--- src/hw/acr_pkg.sv ---
// register map, field layout, reset values and timing for the config bank
package acr_pkg;
    // register addresses (word addresses on the serial register port)
    localparam logic [5:0]  ADDR_IFACE_CFG   = 6'h02;
    localparam logic [5:0]  ADDR_CHAN_SAMP   = 6'h03;
    localparam logic [5:0]  ADDR_CHAN_GAIN   = 6'h04;
    // reset values
    localparam logic [15:0] RST_IFACE_CFG    = 16'h0510;
    localparam logic [15:0] RST_CHAN_SAMP    = 16'h0f0e;
    localparam logic [15:0] RST_CHAN_GAIN    = 16'h0000;
    // writable bit masks; read-only bits read as zero
    localparam logic [15:0] MASK_IFACE_CFG   = 16'hffff;
    localparam logic [15:0] MASK_CHAN_SAMP   = 16'h0fff;
    localparam logic [15:0] MASK_CHAN_GAIN   = 16'hffff;
    // interface configuration fields
    localparam int REG_CRC_BIT    = 13;
    localparam int IN_CRC_BIT     = 12;
    localparam int CRC_POLY_BIT   = 11;
    localparam int RESET_SEEN_BIT = 10;
    localparam int WORD_SIZE_HI   = 9;
    localparam int WORD_SIZE_LO   = 8;
    localparam int TIMEOUT_BIT    = 4;
    localparam int READY_SRC_HI   = 3;
    localparam int READY_SRC_LO   = 2;
    localparam int READY_IDLE_BIT = 1;
    localparam int READY_FMT_BIT  = 0;
    // channel enable and sampling fields
    localparam int CHAN_RUN_LO    = 8;
    localparam int OSR_HI         = 4;
    localparam int OSR_LO         = 2;
    localparam int PWR_HI         = 1;
    localparam int PWR_LO         = 0;
    // gain fields: channel n at bits 4n+2 .. 4n
    localparam int GAIN_STRIDE    = 4;
    // ready-source codes
    localparam logic [1:0] SRC_LAGGING = 2'h0;
    localparam logic [1:0] SRC_ANY_OR  = 2'h1;
    // power mode codes
    localparam logic [1:0] PWR_VLP     = 2'h0;
    localparam logic [1:0] PWR_LP      = 2'h1;
    // fixed ready pulse width
    localparam int READY_PULSE_NS  = 40;
    localparam int CLK_PERIOD_NS   = 10;
    localparam int READY_PULSE_CYC =
        (READY_PULSE_NS + CLK_PERIOD_NS - 1) / CLK_PERIOD_NS;
endpackage

--- src/hw/acr_ready_pin.sv ---
`timescale 1ns/1ps
// data-ready pin driver: level or fixed pulse, high or released when idle
module acr_ready_pin
    import acr_pkg::*;
#(
    parameter int PULSE_CYC = READY_PULSE_CYC
)(
    input  wire logic clk,
    input  wire logic rstn,
    input  wire logic ready_event,
    input  wire logic data_pending,
    input  wire logic ready_idle_state,
    input  wire logic ready_pulse_format,
    output logic      pin_out,
    output logic      pin_oe
);
    initial
    begin
        if (PULSE_CYC < 1 || PULSE_CYC > 255)
            $error("acr_ready_pin: PULSE_CYC out of range");
    end

    logic [7:0] pulse_cnt;
    logic       active_low;

    // pulse counter restarts on each new data event
    always_ff @(posedge clk)
    begin
        if (!rstn)
            pulse_cnt <= 8'h00;
        else if (ready_event)
            pulse_cnt <= PULSE_CYC[7:0];
        else if (pulse_cnt != 8'h00)
            pulse_cnt <= pulse_cnt - 8'h01;
    end

    // level while data wait, or pulse of fixed width
    always_comb
    begin
        if (ready_pulse_format)
            active_low = (pulse_cnt != 8'h00);
        else
            active_low = data_pending;
    end

    // drive low when active, else high or released
    always_ff @(posedge clk)
    begin
        if (!rstn)
        begin
            pin_out <= 1'b1;
            pin_oe  <= 1'b1;
        end
        else
        begin
            pin_out <= !active_low;
            pin_oe  <= active_low || !ready_idle_state;
        end
    end

    chk_pulse_width: assert property (
        @(posedge clk) disable iff (!rstn)
        ready_pulse_format && ready_event ##1 ready_pulse_format
        |=> !pin_out && pin_oe)
        else $error("ready pulse did not drive low");
    chk_idle_release: assert property (
        @(posedge clk) disable iff (!rstn)
        !ready_event && !data_pending && pulse_cnt == 8'h00
        && ready_idle_state |=> !pin_oe)
        else $error("idle ready pin not released");
endmodule

--- src/hw/acr_regs.sv ---
`timescale 1ns/1ps
// configuration register bank: interface, channel/sampling and gain
// Functional notes
// - register CRC check follows bit 13
// - input frame CRC only when bit 12
// - bit 11 picks CCITT or ANSI polynomial
// - reset flag set on reset, write 0 clears
// - bits 9:8 select data word size
// - serial timeout active while bit 4 set
// - bits 3:2 select ready pin source
// - idle ready pin high or released by bit 1
// - bit 0 picks ready level or pulse
// - channel runs follow bits 11:8
// - bits 4:2 set oversampling ratio
// - bits 1:0 select power mode
// - 3-bit gain fields per channel
// - registers at addresses 2h, 3h, 4h
// - reset values 510h, f0eh, 0h
module acr_regs
    import acr_pkg::*;
#(
    parameter int NUM_CHAN  = 4,
    parameter int PULSE_CYC = READY_PULSE_CYC
)(
    input  wire logic        CLK,
    input  wire logic        RSTN,
    input  wire logic        REG_WR,
    input  wire logic        REG_RD,
    input  wire logic [5:0]  REG_ADDR,
    input  wire logic [15:0] REG_WDATA,
    output logic [15:0]      REG_RDATA,
    output logic             REG_HIT,
    input  wire logic [3:0]  CHAN_DATA_EVENT,
    input  wire logic        DATA_READ,
    output logic             STATUS_RESET_FLAG,
    output logic             REG_CRC_ON,
    output logic             IN_CRC_ON,
    output logic             CRC_POLY_ANSI,
    output logic [1:0]       WORD_SIZE_SELECT,
    output logic             SERIAL_TIMEOUT_ON,
    output logic [3:0]       CHAN_RUN,
    output logic [2:0]       OVERSAMPLING_RATIO,
    output logic [14:0]      OSR_VALUE,
    output logic [1:0]       POWER_MODE_SELECT,
    output logic [11:0]      CHAN_AMP_GAIN,
    output logic [7:0]       CHAN_GAIN_FACTOR0,
    output logic [7:0]       CHAN_GAIN_FACTOR1,
    output logic [7:0]       CHAN_GAIN_FACTOR2,
    output logic [7:0]       CHAN_GAIN_FACTOR3,
    output logic             CONVERSION_READY_PIN_O,
    output logic             CONVERSION_READY_PIN_OE
);
    initial
    begin
        if (NUM_CHAN != 4)
            $error("acr_regs: layout serves exactly four channels");
    end

    logic [15:0] interface_config;
    logic [15:0] channel_enable_sampling;
    logic [15:0] channel_gain_select;
    logic        hit_iface;
    logic        hit_samp;
    logic        hit_gain;
    logic [3:0]  pending;
    logic [3:0]  active;
    logic        ready_event;
    logic        data_pending;
    logic [1:0]  ready_source_select;
    logic        ready_idle_state;
    logic        ready_pulse_format;
    logic        lead_seen;

    // address decode of the three registers
    assign hit_iface = (REG_ADDR == ADDR_IFACE_CFG);
    assign hit_samp  = (REG_ADDR == ADDR_CHAN_SAMP);
    assign hit_gain  = (REG_ADDR == ADDR_CHAN_GAIN);
    assign REG_HIT   = hit_iface || hit_samp || hit_gain;

    // interface configuration register; reset flag set by reset
    always_ff @(posedge CLK)
    begin
        if (!RSTN)
            interface_config <= RST_IFACE_CFG;
        else if (REG_WR && hit_iface)
            interface_config <= REG_WDATA & MASK_IFACE_CFG;
    end

    // channel enable and sampling register, top nibble read-only
    always_ff @(posedge CLK)
    begin
        if (!RSTN)
            channel_enable_sampling <= RST_CHAN_SAMP;
        else if (REG_WR && hit_samp)
            channel_enable_sampling <= REG_WDATA & MASK_CHAN_SAMP;
    end

    // gain register; reserved bits stored as written
    always_ff @(posedge CLK)
    begin
        if (!RSTN)
            channel_gain_select <= RST_CHAN_GAIN;
        else if (REG_WR && hit_gain)
            channel_gain_select <= REG_WDATA & MASK_CHAN_GAIN;
    end

    // registered read data, zero for unmapped addresses
    always_ff @(posedge CLK)
    begin
        if (!RSTN)
            REG_RDATA <= 16'h0000;
        else if (REG_RD)
        begin
            if (hit_iface)
                REG_RDATA <= interface_config;
            else if (hit_samp)
                REG_RDATA <= channel_enable_sampling & MASK_CHAN_SAMP;
            else if (hit_gain)
                REG_RDATA <= channel_gain_select;
            else
                REG_RDATA <= 16'h0000;
        end
    end

    // status copy of the reset flag mirrors the config bit
    assign STATUS_RESET_FLAG = interface_config[RESET_SEEN_BIT];

    // crc and interface controls to the serial engine
    assign REG_CRC_ON        = interface_config[REG_CRC_BIT];
    assign IN_CRC_ON         = interface_config[IN_CRC_BIT];
    assign CRC_POLY_ANSI     = interface_config[CRC_POLY_BIT];
    assign WORD_SIZE_SELECT  =
        interface_config[WORD_SIZE_HI:WORD_SIZE_LO];
    assign SERIAL_TIMEOUT_ON = interface_config[TIMEOUT_BIT];
    assign ready_source_select =
        interface_config[READY_SRC_HI:READY_SRC_LO];
    assign ready_idle_state   = interface_config[READY_IDLE_BIT];
    assign ready_pulse_format = interface_config[READY_FMT_BIT];

    // converter controls
    assign CHAN_RUN =
        channel_enable_sampling[CHAN_RUN_LO+3:CHAN_RUN_LO];
    assign OVERSAMPLING_RATIO = channel_enable_sampling[OSR_HI:OSR_LO];
    assign POWER_MODE_SELECT  = channel_enable_sampling[PWR_HI:PWR_LO];

    // oversampling ratio decode; top code is 16256, not a power of two
    always_comb
    begin
        unique case (OVERSAMPLING_RATIO)
            3'h7:    OSR_VALUE = 15'h3f80;
            default: OSR_VALUE = 15'(15'h0080 << OVERSAMPLING_RATIO);
        endcase
    end

    // gain fields and their decoded factors
    assign CHAN_AMP_GAIN = {channel_gain_select[14:12],
                            channel_gain_select[10:8],
                            channel_gain_select[6:4],
                            channel_gain_select[2:0]};
    assign CHAN_GAIN_FACTOR0 = 8'(8'h01 << CHAN_AMP_GAIN[2:0]);
    assign CHAN_GAIN_FACTOR1 = 8'(8'h01 << CHAN_AMP_GAIN[5:3]);
    assign CHAN_GAIN_FACTOR2 = 8'(8'h01 << CHAN_AMP_GAIN[8:6]);
    assign CHAN_GAIN_FACTOR3 = 8'(8'h01 << CHAN_AMP_GAIN[11:9]);

    // per-channel pending data, only for running channels; read clears
    // but a new event in the same cycle wins
    assign active = CHAN_DATA_EVENT & CHAN_RUN;
    always_ff @(posedge CLK)
    begin
        if (!RSTN)
            pending <= 4'h0;
        else
            pending <= ((DATA_READ ? 4'h0 : pending) | active) & CHAN_RUN;
    end

    // first event seen since last read, for leading-channel mode
    always_ff @(posedge CLK)
    begin
        if (!RSTN)
            lead_seen <= 1'b0;
        else if (DATA_READ)
            lead_seen <= 1'b0;
        else if (active != 4'h0)
            lead_seen <= 1'b1;
    end

    // ready source: lagging waits for all enabled, or any, or leading
    always_comb
    begin
        unique case (ready_source_select)
            SRC_LAGGING: ready_event = (active != 4'h0) &&
                ((pending | active) == CHAN_RUN) &&
                (pending != CHAN_RUN);
            SRC_ANY_OR:  ready_event = (active != 4'h0);
            default:     ready_event = (active != 4'h0) &&
                !lead_seen;
        endcase
    end

    // pin level holds while any qualifying data stay unread
    always_comb
    begin
        unique case (ready_source_select)
            SRC_LAGGING: data_pending =
                (CHAN_RUN != 4'h0) && (pending == CHAN_RUN);
            default:     data_pending = (pending != 4'h0);
        endcase
    end

    acr_ready_pin #(
        .PULSE_CYC (PULSE_CYC)
    ) u_ready (
        .clk                (CLK),
        .rstn               (RSTN),
        .ready_event        (ready_event),
        .data_pending       (data_pending),
        .ready_idle_state   (ready_idle_state),
        .ready_pulse_format (ready_pulse_format),
        .pin_out            (CONVERSION_READY_PIN_O),
        .pin_oe             (CONVERSION_READY_PIN_OE)
    );

    // reset contents and reset flag
    chk_reset_values: assert property (
        @(posedge CLK)
        !RSTN |=> interface_config == RST_IFACE_CFG &&
        channel_enable_sampling == RST_CHAN_SAMP &&
        channel_gain_select == RST_CHAN_GAIN)
        else $error("reset values wrong");

    chk_reset_rdata: assert property (
        @(posedge CLK)
        !RSTN |=> REG_RDATA == 16'h0000)
        else $error("read data not cleared by reset");

    chk_flag_set: assert property (
        @(posedge CLK)
        !RSTN |=> STATUS_RESET_FLAG)
        else $error("reset flag not set by reset");

    chk_flag_clear: assert property (
        @(posedge CLK) disable iff (!RSTN)
        REG_WR && hit_iface && !REG_WDATA[10] |=> !STATUS_RESET_FLAG)
        else $error("reset flag not cleared by write of zero");

    // read-only nibble of the channel register
    chk_ro_nibble: assert property (
        @(posedge CLK) disable iff (!RSTN)
        REG_RD && hit_samp |=> REG_RDATA[15:12] == 4'h0)
        else $error("read-only nibble not zero");

    chk_ro_store: assert property (
        @(posedge CLK) disable iff (!RSTN)
        REG_WR && hit_samp |=> channel_enable_sampling[15:12] == 4'h0)
        else $error("read-only nibble stored");

    // interface controls follow a write
    chk_reg_crc: assert property (
        @(posedge CLK) disable iff (!RSTN)
        REG_WR && hit_iface |=> REG_CRC_ON == $past(REG_WDATA[13]))
        else $error("register crc enable did not follow write");

    chk_in_crc: assert property (
        @(posedge CLK) disable iff (!RSTN)
        REG_WR && hit_iface |=> IN_CRC_ON == $past(REG_WDATA[12]))
        else $error("input crc enable did not follow write");

    chk_crc_poly: assert property (
        @(posedge CLK) disable iff (!RSTN)
        REG_WR && hit_iface |=> CRC_POLY_ANSI == $past(REG_WDATA[11]))
        else $error("crc polynomial did not follow write");

    chk_word_size: assert property (
        @(posedge CLK) disable iff (!RSTN)
        REG_WR && hit_iface |=> WORD_SIZE_SELECT == $past(REG_WDATA[9:8]))
        else $error("word size did not follow write");

    chk_timeout_on: assert property (
        @(posedge CLK) disable iff (!RSTN)
        REG_WR && hit_iface |=> SERIAL_TIMEOUT_ON == $past(REG_WDATA[4]))
        else $error("timeout enable did not follow write");

    // channel runs
    chk_chan_run: assert property (
        @(posedge CLK) disable iff (!RSTN)
        REG_WR && hit_samp |=> CHAN_RUN == $past(REG_WDATA[11:8])
        ##1 (pending & ~CHAN_RUN) == 4'h0)
        else $error("channel run not applied");

    chk_run_ignore: assert property (
        @(posedge CLK) disable iff (!RSTN)
        (CHAN_DATA_EVENT & CHAN_RUN) == 4'h0 |-> !ready_event)
        else $error("stopped channel raised ready");

    // oversampling ratio field and decode
    chk_osr_field: assert property (
        @(posedge CLK) disable iff (!RSTN)
        REG_WR && hit_samp |=> OVERSAMPLING_RATIO == $past(REG_WDATA[4:2]))
        else $error("oversampling field did not follow write");

    chk_osr_low: assert property (
        @(posedge CLK) disable iff (!RSTN)
        OVERSAMPLING_RATIO == 3'h0 |-> OSR_VALUE == 15'h0080)
        else $error("lowest oversampling decode wrong");

    chk_osr_dflt: assert property (
        @(posedge CLK) disable iff (!RSTN)
        OVERSAMPLING_RATIO == 3'h3 |-> OSR_VALUE == 15'h0400)
        else $error("default oversampling decode wrong");

    chk_osr_top: assert property (
        @(posedge CLK) disable iff (!RSTN)
        OVERSAMPLING_RATIO == 3'h7 |-> OSR_VALUE == 15'h3f80)
        else $error("top oversampling decode wrong");

    chk_power_mode: assert property (
        @(posedge CLK) disable iff (!RSTN)
        REG_WR && hit_samp |=> POWER_MODE_SELECT == $past(REG_WDATA[1:0]))
        else $error("power mode did not follow write");

    // gain fields and factors
    chk_gain_map: assert property (
        @(posedge CLK) disable iff (!RSTN)
        REG_WR && hit_gain |=> CHAN_AMP_GAIN[11:9] == $past(REG_WDATA[14:12]))
        else $error("channel 3 gain field mapping wrong");

    chk_gain_low: assert property (
        @(posedge CLK) disable iff (!RSTN)
        REG_WR && hit_gain |=> CHAN_AMP_GAIN[8:0] ==
        {$past(REG_WDATA[10:8]), $past(REG_WDATA[6:4]), $past(REG_WDATA[2:0])})
        else $error("low gain fields mapping wrong");

    chk_gain_max: assert property (
        @(posedge CLK) disable iff (!RSTN)
        CHAN_AMP_GAIN[2:0] == 3'h7 |-> CHAN_GAIN_FACTOR0 == 8'h80)
        else $error("gain of 128 decode wrong");

    chk_gain_unity: assert property (
        @(posedge CLK) disable iff (!RSTN)
        CHAN_AMP_GAIN[11:9] == 3'h0 |-> CHAN_GAIN_FACTOR3 == 8'h01)
        else $error("unity gain decode wrong");

    // address decode
    chk_addr_hit: assert property (
        @(posedge CLK) disable iff (!RSTN)
        REG_HIT == (REG_ADDR inside {6'h02, 6'h03, 6'h04}))
        else $error("address decode wrong");

    chk_unmapped_rd: assert property (
        @(posedge CLK) disable iff (!RSTN)
        REG_RD && !REG_HIT |=> REG_RDATA == 16'h0000)
        else $error("unmapped read not zero");

    // ready source selection
    chk_any_or: assert property (
        @(posedge CLK) disable iff (!RSTN)
        ready_source_select == SRC_ANY_OR && !ready_pulse_format
        && (active != 4'h0) && !DATA_READ ##1 !DATA_READ
        |=> !CONVERSION_READY_PIN_O)
        else $error("or-source ready did not assert");

    chk_lag_wait: assert property (
        @(posedge CLK) disable iff (!RSTN)
        ready_source_select == SRC_LAGGING && CHAN_RUN == 4'hf
        && (pending | active) != 4'hf |-> !ready_event)
        else $error("lagging ready raised early");

    chk_lead_once: assert property (
        @(posedge CLK) disable iff (!RSTN)
        ready_source_select[1] && lead_seen |-> !ready_event)
        else $error("leading ready raised twice");
endmodule

--- config.mk ---
export PLATFORM = sky130hd
export DESIGN_NAME = acr_regs
export DESIGN_NICKNAME = d
export VERILOG_FILES = /design/src/hw/acr_pkg.sv /design/src/hw/acr_ready_pin.sv /design/src/hw/acr_regs.sv
export SDC_FILE = /design/constraint.sdc
export NUM_CORES = 1
export LEC_CHECK = 0
export BUFFER_PORTS_ARGS = -buffer_cell sky130_fd_sc_hd__buf_2
export CORE_MARGIN = 4
export CORE_UTILIZATION = 38
export CTS_CLUSTER_DIAMETER = 80
export CTS_CLUSTER_SIZE = 16
export DETAILED_ROUTE_END_ITERATION = 8
export GPL_ROUTABILITY_DRIVEN = 0
export HOLD_SLACK_MARGIN = 0.02
export PLACE_DENSITY = 0.61
export SYNTH_ARGS = -nofsm -noshare
export SYNTH_HDL_FRONTEND = slang
export SYNTH_SLANG_ARGS = --single-unit
--- constraint.sdc ---
create_clock -name CLK -period 4.6 [get_ports CLK]
set_input_delay 0.46 -clock CLK [delete_from_list [all_inputs] [get_ports CLK]]
set_output_delay 0.46 -clock CLK [all_outputs]
set_load 0.005 [all_outputs]
==> results of run 1 <==
area by class of cell:
type                            instances  area, um^2  area share (%)
Tap cell                              133         166            3.69
Timing Repair Buffer                  120         611            13.5
Clock buffer                            9         124            2.75
Inverter                               11        41.3           0.916
Clock inverter                          7        92.6            2.05
Multi-Input combinational cell        320        1970            43.8
Sequential cell                        75        1500            33.3
power groups by stage:
stage	Sequential, uW	Combinational [uW]	Clock [uW]
2_1_floorplan	739	240	0
3_3_place_gp	747	293	0
3_5_place_dp	749	303	0
4_1_cts	733	308	569
5_1_grt	741	345	599
6_report	734	310	559
path summary, 6_finish.rpt:
check,from,to,slack (ns),depth (start not counted)
min reg2reg,channel_gain_select[7]$_SDFFE_PN0P_,channel_gain_select[7]$_SDFFE_PN0P_,0.47,2
max,REG_ADDR[5],channel_enable_sampling[5]$_SDFFE_PN0P_,2.11,5
min,DATA_READ,lead_seen$_SDFFE_PP0P_,0.31,2
max reg2reg,channel_enable_sampling[10]$_SDFFE_PN1P_,u_ready.pulse_cnt[4]$_SDFFE_PP0N_,2.65,4
state kept, by name, indices dropped and copies added (netlist names):
register / count
interface_config: 16
u_ready.pin_oe: 1
REG_RDATA: 16
pending: 4
channel_enable_sampling: 12
channel_gain_select: 16
lead_seen: 1
u_ready.pulse_cnt: 8
u_ready.pin_out: 1
placed cells by master, fill, tap and decap left out, types with 8 or more instances in the layout:
| cell type | n |
|---|---|
| buf_2 | 116 |
| dfxtp_1 | 75 |
| nor3_1 | 21 |
| o21ai_0 | 32 |
| mux2i_1 | 39 |
| inv_1 | 11 |
| nor3b_1 | 16 |
| conb_1 | 8 |
| nand2_1 | 39 |
| a21oi_1 | 39 |
| nand3_1 | 17 |
| nor2_1 | 36 |
| clkbuf_8 | 9 |
critical path, delay by kind of cell:
| family | cells | cell delay, ns |
|---|---|---|
| buffers and inverters | 1 | 0.09 |
| and+or+nand+nor | 3 | 1.85 |
| muxes | 1 | 0.29 |
through the flow:
| step | cells | power, uW | util [%] | hold WS (ns) |
|---|---|---|---|---|
| floorplan | 479 | 979 | - | 0.382 |
| global placement | 659 | 1040 | 43.5 | 0.448 |
| detailed placement | 659 | 1050 | 43.5 | 0.451 |
| CTS | 675 | 1610 | 45.7 | 0.290 |
| global route | 675 | 1680 | 45.7 | 0.290 |
| finish | 675 | 1600 | 45.7 | 0.307 |
Yosys cell counts, types with 2 or more instances:
cell / count
a211oi_1: 2
a21boi_0: 2
a21oi_1: 39
a22oi_1: 6
and2_1: 3
and3_1: 5
and3b_1: 6
and4_1: 2
buf_2: 3
buf_4: 32
buf_6: 2
clkbuf_1: 36
dfxtp_1: 75
ha_1: 2
inv_1: 11
mux2_2: 2
mux2i_1: 39
nand2_1: 39
nand2b_1: 4
nand3_1: 17
nand4_1: 3
nor2_1: 36
nor3_1: 21
nor3_2: 2
nor3b_1: 16
nor4_1: 6
o2111ai_1: 3
o21a_1: 3
o21ai_0: 32
or3_1: 2
xnor2_1: 3
xor2_1: 5
per-layer routing:
layer | part of all wire [%] | vias up | global-route usage (%) | wire length (um)
met5 | 0 | - | 0 | 0
met4 | 1.6 | 0 | 6.59 | 160
met3 | 6.4 | 11 | 3.91 | 650
met2 | 46 | 116 | 27.4 | 4700
met1 | 46 | 1633 | 23.5 | 4680
li1 | - | 1734 | - | -
cells by family (layout without fill, tap and decap cells):
| logic type | count (synthesis) | count (layout) | share of synthesized area [%] |
|---|---|---|---|
| DFF | 75 | 75 | 38.6 |
| AOI/OAI and AO/OA | 96 | 96 | 14.4 |
| adders and majority gates | 2 | 2 | 0.643 |
| other | 1 | 8 | 0.0963 |
| xor gates and xnor gates | 8 | 8 | 1.80 |
| muxes | 41 | 41 | 10.6 |
| buffers and inverters | 84 | 147 | 11.7 |
| and+or+nand+nor | 165 | 165 | 22.2 |
==> flow_summary_export.csv, run 1 <==
group,metric,value,unit
setup_path,cp-start-kind,"primary input",
synthesis,synth.area.top_cells,"dfxtp_1 (39%), mux2i_1 (10%), buf_4 (6.2%)",
detailed_routing,post_drt_wl_per_cell,15.1,um
synthesis,syn_area,3890,um^2
sta,final_max_slew_viol_count,0,
clocking,numCtsBuffers,9,
detailed_routing,drc,0,
clocking,clockBufferDepth,2,
layout,final_cell_area,4510,um^2
synthesis,yosysSeqAreaShare,38.6,%
detailed_routing,drtIter0Drc,199,
clocking,cts-resized-gates,0,
global_route,overflow,0,
floorplanning,row_count,36,
global_route,grt_use_total,17.5,%
sta,setup_viol_count_final,0,
clocking,cts_setup_buffers,0,
floorplanning,die_area,11900,um^2
power,p_leak,0.00192,uW
synthesis,ys_warn_count,0,
synthesis,synthFlopType,"dfxtp_1",
global_route,grt_max_degree,71,
layout,fillers,978,
floorplanning,core_area,9860,um^2
outcome,outcome,"complete, no violations",
clocking,cts_tree,"yes",
synthesis,netlist.area_leader.share,38.6,%
power,combPwrFrac,19.4,%
global_route,grt_antenna_before_repair,0,
power,power_switching_share,29.2,%
synthesis,synth_top_cell_by_area,"dfxtp_1",
power,intPower,1130,uW
setup_path,critPathKind,"primary input to flip-flop",
sta,fin_crit_sh,54.0,%
power,p_seq_share,45.8,%
placement,placedInstanceArea,4290,um^2
detailed_routing,routed_via_density,5.18,
layout,fin_nets,570,
synthesis,synth_edf_count,0,
floorplanning,initial_utilization,39.5,%
synthesis,syn_avg_cell_area,8.25,um^2
power,power.switching,468,uW
floorplanning,die_h,109,um
power,power.density,355,nW/um^2
setup_path,crit_arrival,2.71,ns
synthesis,synthDistinctLibCells,45,
sta,fin_worst_skew,0.0131,ns
synthesis,syn_inst,472,
sta,finalCriticalPeriod,2.49,ns
sta,rsz0062_at_grt,"false",
setup_path,crit_path_max_incr_delay,1.11,ns
layout,area_growth,15.8,%
clocking,cts_root_buffer,"clkbuf_8",
clocking,ctsHoldBuffers,0,
power,vdd_ir_drop_max,0.000155,V
sta,tns,0,ns
placement,io_buffer_count,116,
detailed_routing,routed_wl,10200,um
min_path,hp-class,"primary input to flip-flop",
setup_path,crit_path_end_kind,"flip-flop",
floorplanning,die-width,109,um
setup_path,crit_chain,"buf_2 > or3_1 > nor3_2 > mux2i_1 > nor2_1",
clocking,clk_pin_slew_worst_paths,0.08,ns
sta,worst_slack,2.11,ns
flow_run,cap_violations,0,
sta,timing.final.hold_violations,0,
placement,place_ws,1.78,ns
synthesis,synth-seq-cells,75,
detailed_routing,drt_first_pass_iters,4,
global_route,grt_pass1_wl,16500,um
sta,worst_pin_slew,1.25,ns
setup_path,worst_path_max_delay_cell,"nor3_2",
clocking,htreeDepth,3,
sta,max_slew_margin,16.3,%
synthesis,ys_async_sr_fraction,0,%
setup_path,cp_max_fo,18,
placement,dp_hpwl,7250,um
clocking,cts.sink_count,75,
detailed_routing,num_vias,3494,
sta,fmax,0.402,GHz
detailed_routing,antenna_left,0,
power,p_clk_share,34.9,%
floorplanning,io_pins,125,
clocking,clk-insertion-delay-late,0.36,ns
layout,diodes,0,
layout,drive_above_1_share,26.6,%
global_route,first_global_vias,3243,
setup_path,required,4.82,ns
(Power assumes the default switching activity.)
==> inputs of run 2 (changes only) <==
--- a/config.mk
+++ b/config.mk
@@ -5,6 +5,7 @@
 export SDC_FILE = /design/constraint.sdc
 export NUM_CORES = 1
 export LEC_CHECK = 0
+export ABC_AREA = 1
 export BUFFER_PORTS_ARGS = -buffer_cell sky130_fd_sc_hd__buf_2
 export CORE_MARGIN = 4
 export CORE_UTILIZATION = 38
@@ -13,7 +14,7 @@
 export DETAILED_ROUTE_END_ITERATION = 8
 export GPL_ROUTABILITY_DRIVEN = 0
 export HOLD_SLACK_MARGIN = 0.02
-export PLACE_DENSITY = 0.61
+export PLACE_DENSITY = 0.63
 export SYNTH_ARGS = -nofsm -noshare
 export SYNTH_HDL_FRONTEND = slang
 export SYNTH_SLANG_ARGS = --single-unit
==> constraint.sdc (replaced) <==
create_clock -name CLK -period 2.2 [get_ports CLK]
set_input_delay 0.22 -clock CLK [delete_from_list [all_inputs] [get_ports CLK]]
set_output_delay 0.22 -clock CLK [all_outputs]
set_load 0.005 [all_outputs]
==> run 2 against run 1 <==
  * Synthesized area down 2.2%
  * Clock skew grew 0.0048 ns
  * Cell count grew 8.0%
  * Non-clock buffer count up 4
  * Final area is 0.17% higher
  * Combinational power rose by 120%
  * Critical endpoint is now u_ready.pulse_cnt[2]$_SDFFE_PN0P_
  * Via count grew 3.7%
==> flow_summary_export.csv, run 2 <==
group,metric,value,unit
detailed_routing,drtIter0Drc,184,
floorplanning,core_area,9770,um^2
global_route,grt_max_degree,30,
floorplanning,io_pins,125,
detailed_routing,post_drt_wl_per_cell,14.4,um
layout,diodes,0,
detailed_routing,drc,0,
global_route,first_global_vias,3460,
clocking,cts.sink_count,75,
layout,area_growth,18.7,%
placement,io_buffer_count,116,
synthesis,synth.area.top_cells,"dfxtp_1 (39%), nand2_1 (7.2%), buf_4 (6.5%)",
setup_path,timing.rr.start,"u_ready.pulse_cnt[0]$_SDFFE_PP0N_",
layout,fillers,1017,
layout,multi_input_area,1740,um^2
clocking,clockBufferDepth,2,
floorplanning,row_count,36,
sta,tns,0,ns
setup_path,r2r_cells,9,
floorplanning,die_h,108,um
sta,timing.final.hold_violations,0,
sta,max_slew_margin,59.1,%
sta,fmax,0.632,GHz
layout,mostFrequentLayoutCell,"buf_2",
setup_path,cp-start-kind,"flip-flop",
clocking,htreeDepth,3,
layout,reg_top3,"REG_RDATA (16), channel_gain_select (16), interface_config (16)",
power,p_leak,0.00210,uW
global_route,grt_antenna_before_repair,0,
placement,place_ws,0.631,ns
floorplanning,initial_utilization,38.9,%
synthesis,syn_avg_cell_area,7.58,um^2
detailed_routing,routed_wl,10500,um
clocking,cts-resized-gates,0,
min_path,hp-class,"primary input to flip-flop",
synthesis,yosysMostFrequentCell,"dfxtp_1",
sta,fin_worst_skew,0.0179,ns
synthesis,synth_top_cell_by_area,"dfxtp_1",
synthesis,synth-seq-cells,75,
clocking,numCtsBuffers,9,
detailed_routing,routed_via_density,4.97,
detailed_routing,wl_met2,4750,um
layout,fin_nets,625,
setup_path,rrSetupSlack,0.62,ns
setup_path,required,2.45,ns
synthesis,synth_edf_count,0,
synthesis,synthFlopType,"dfxtp_1",
clocking,cts_tree,"yes",
floorplanning,die_area,11700,um^2
sta,worst_slack,0.617,ns
synthesis,syn_area,3810,um^2
sta,setup_viol_count_final,0,
synthesis,ys_warn_count,0,
global_route,overflow,0,
synthesis,ys_async_sr_fraction,0,%
synthesis,synth.cells.most_frequent,"dfxtp_1 (75), nand2_1 (73), inv_1 (58)",
layout,mostFrequentLayoutCells,"buf_2 (116), dfxtp_1 (75), nand2_1 (73), inv_1 (58), o21ai_0 (41)",
clocking,clk-insertion-delay-late,0.36,ns
detailed_routing,routed.top_layer,"met4",
sta,fin_crit_sh,71.9,%
global_route,grt_use_total,18.4,%
detailed_routing,antenna_left,0,
sta,rsz0062_at_grt,"false",
clocking,cts_root_buffer,"clkbuf_8",
setup_path,critPathKind,"flip-flop to flip-flop",
clocking,clk_pin_slew_worst_paths,0.08,ns
outcome,outcome,"complete, no violations",
global_route,grt_pass1_wl,17100,um
layout,final_util,46.2,%
detailed_routing,wl_met1,4930,um
floorplanning,die-width,108,um
synthesis,synthDistinctLibCells,35,
sta,finalCriticalPeriod,1.58,ns
setup_path,crit_arrival,1.83,ns
synthesis,yosysSeqAreaShare,39.4,%
flow_run,cap_violations,0,
detailed_routing,num_vias,3625,
clocking,ctsHoldBuffers,0,
power,vdd_ir_drop_max,0.000392,V
setup_path,crit_path_end_kind,"flip-flop",
layout,seq_area,1500,um^2
placement,dp_hpwl,7880,um
layout,drive_above_1_share,28.0,%
detailed_routing,drt_first_pass_iters,5,
setup_path,r2r-end,"u_ready.pulse_cnt[2]$_SDFFE_PN0P_",
synthesis,netlist.area_leader.share,39.4,%
sta,finalHoldWorstSlack,0.114,ns
sta,worst_pin_slew,0.613,ns
synthesis,syn_inst,502,
setup_path,cp_max_fo,6,
setup_path,cp-endpoint,"u_ready.pulse_cnt[2]$_SDFFE_PN0P_",
power,power.density,752,nW/um^2
setup_path,crit_start,"u_ready.pulse_cnt[0]$_SDFFE_PP0N_",
detailed_routing,route.met3.wl,593,um
sta,final_max_slew_viol_count,0,
clocking,cts_setup_buffers,0,
run 2: critical path: stages, from the launching register on:
cell	delay, ns
dfxtp_1	0.33
inv_1	0.10
ha_1	0.15
nand3_1	0.07
nor2_1	0.36
inv_1	0.19
nand2_1	0.09
nand4_1	0.09
nand2_1	0.06
inv_1	0.04
run 2: final cells by class:
class                      count  share of cell area [%]
clock inverter                 5                    1.72
clock buffer                  10                    3.05
sequential                    75                    33.2
multi-input combinational    320                    38.6
tap                          133                    3.68
timing repair buffer         124                    14.5
inverter                      62                    5.29
run 2: how the worst min path moves through the flow:
stage	start	to	slack [ns]	depth (start not counted)
after floorplan	REG_WDATA[10]	interface_config[10]$_SDFFE_PN1P_	0.35	2
after global placement	interface_config[1]$_SDFFE_PN0P_	u_ready.pin_oe$_SDFF_PN1_	0.42	1
after detailed placement	interface_config[1]$_SDFFE_PN0P_	u_ready.pin_oe$_SDFF_PN1_	0.42	1
after CTS	REG_WDATA[11]	channel_enable_sampling[11]$_SDFFE_PN1P_	0.10	3
after global routing	REG_WDATA[15]	channel_gain_select[15]$_SDFFE_PN0P_	0.12	3
final	REG_WDATA[3]	channel_enable_sampling[3]$_SDFFE_PN1P_	0.11	3
run 2: through the flow:
stage,power (uW),area (um^2),cells
CTS,3410,4520,729
global placement,2240,4300,714
floorplan,2070,3830,509
global route,3610,4520,729
detailed placement,2250,4300,714
finish,3400,4520,729
run 2: kinds of logic after synthesis:
logic type | Yosys count | synth area share [%]
other | 1 | 0.0985
adder cells (fa/ha/maj) | 2 | 0.657
XOR/XNOR | 4 | 0.920
AND/OR/NAND/NOR | 182 | 22.1
flip-flops | 75 | 39.4
AO/OA/AOI/OAI | 124 | 21.3
buffers and inverters | 114 | 15.5
run 2: per-layer routing:
metal,vias to the layer above,track usage (%)
met4,0,7.21
met3,13,3.76
met2,115,28.6
li1,1854,-
met1,1643,25.2
met5,-,0
run 2: power by group:
part	switching (uW)	internal (uW)	total, uW	leakage, uW
sequential	69.3	1450	1520	0.000611
combinational	430	268	697	0.00138
clock	517	659	1180	0.000108
total	1020	2380	3400	0.00210
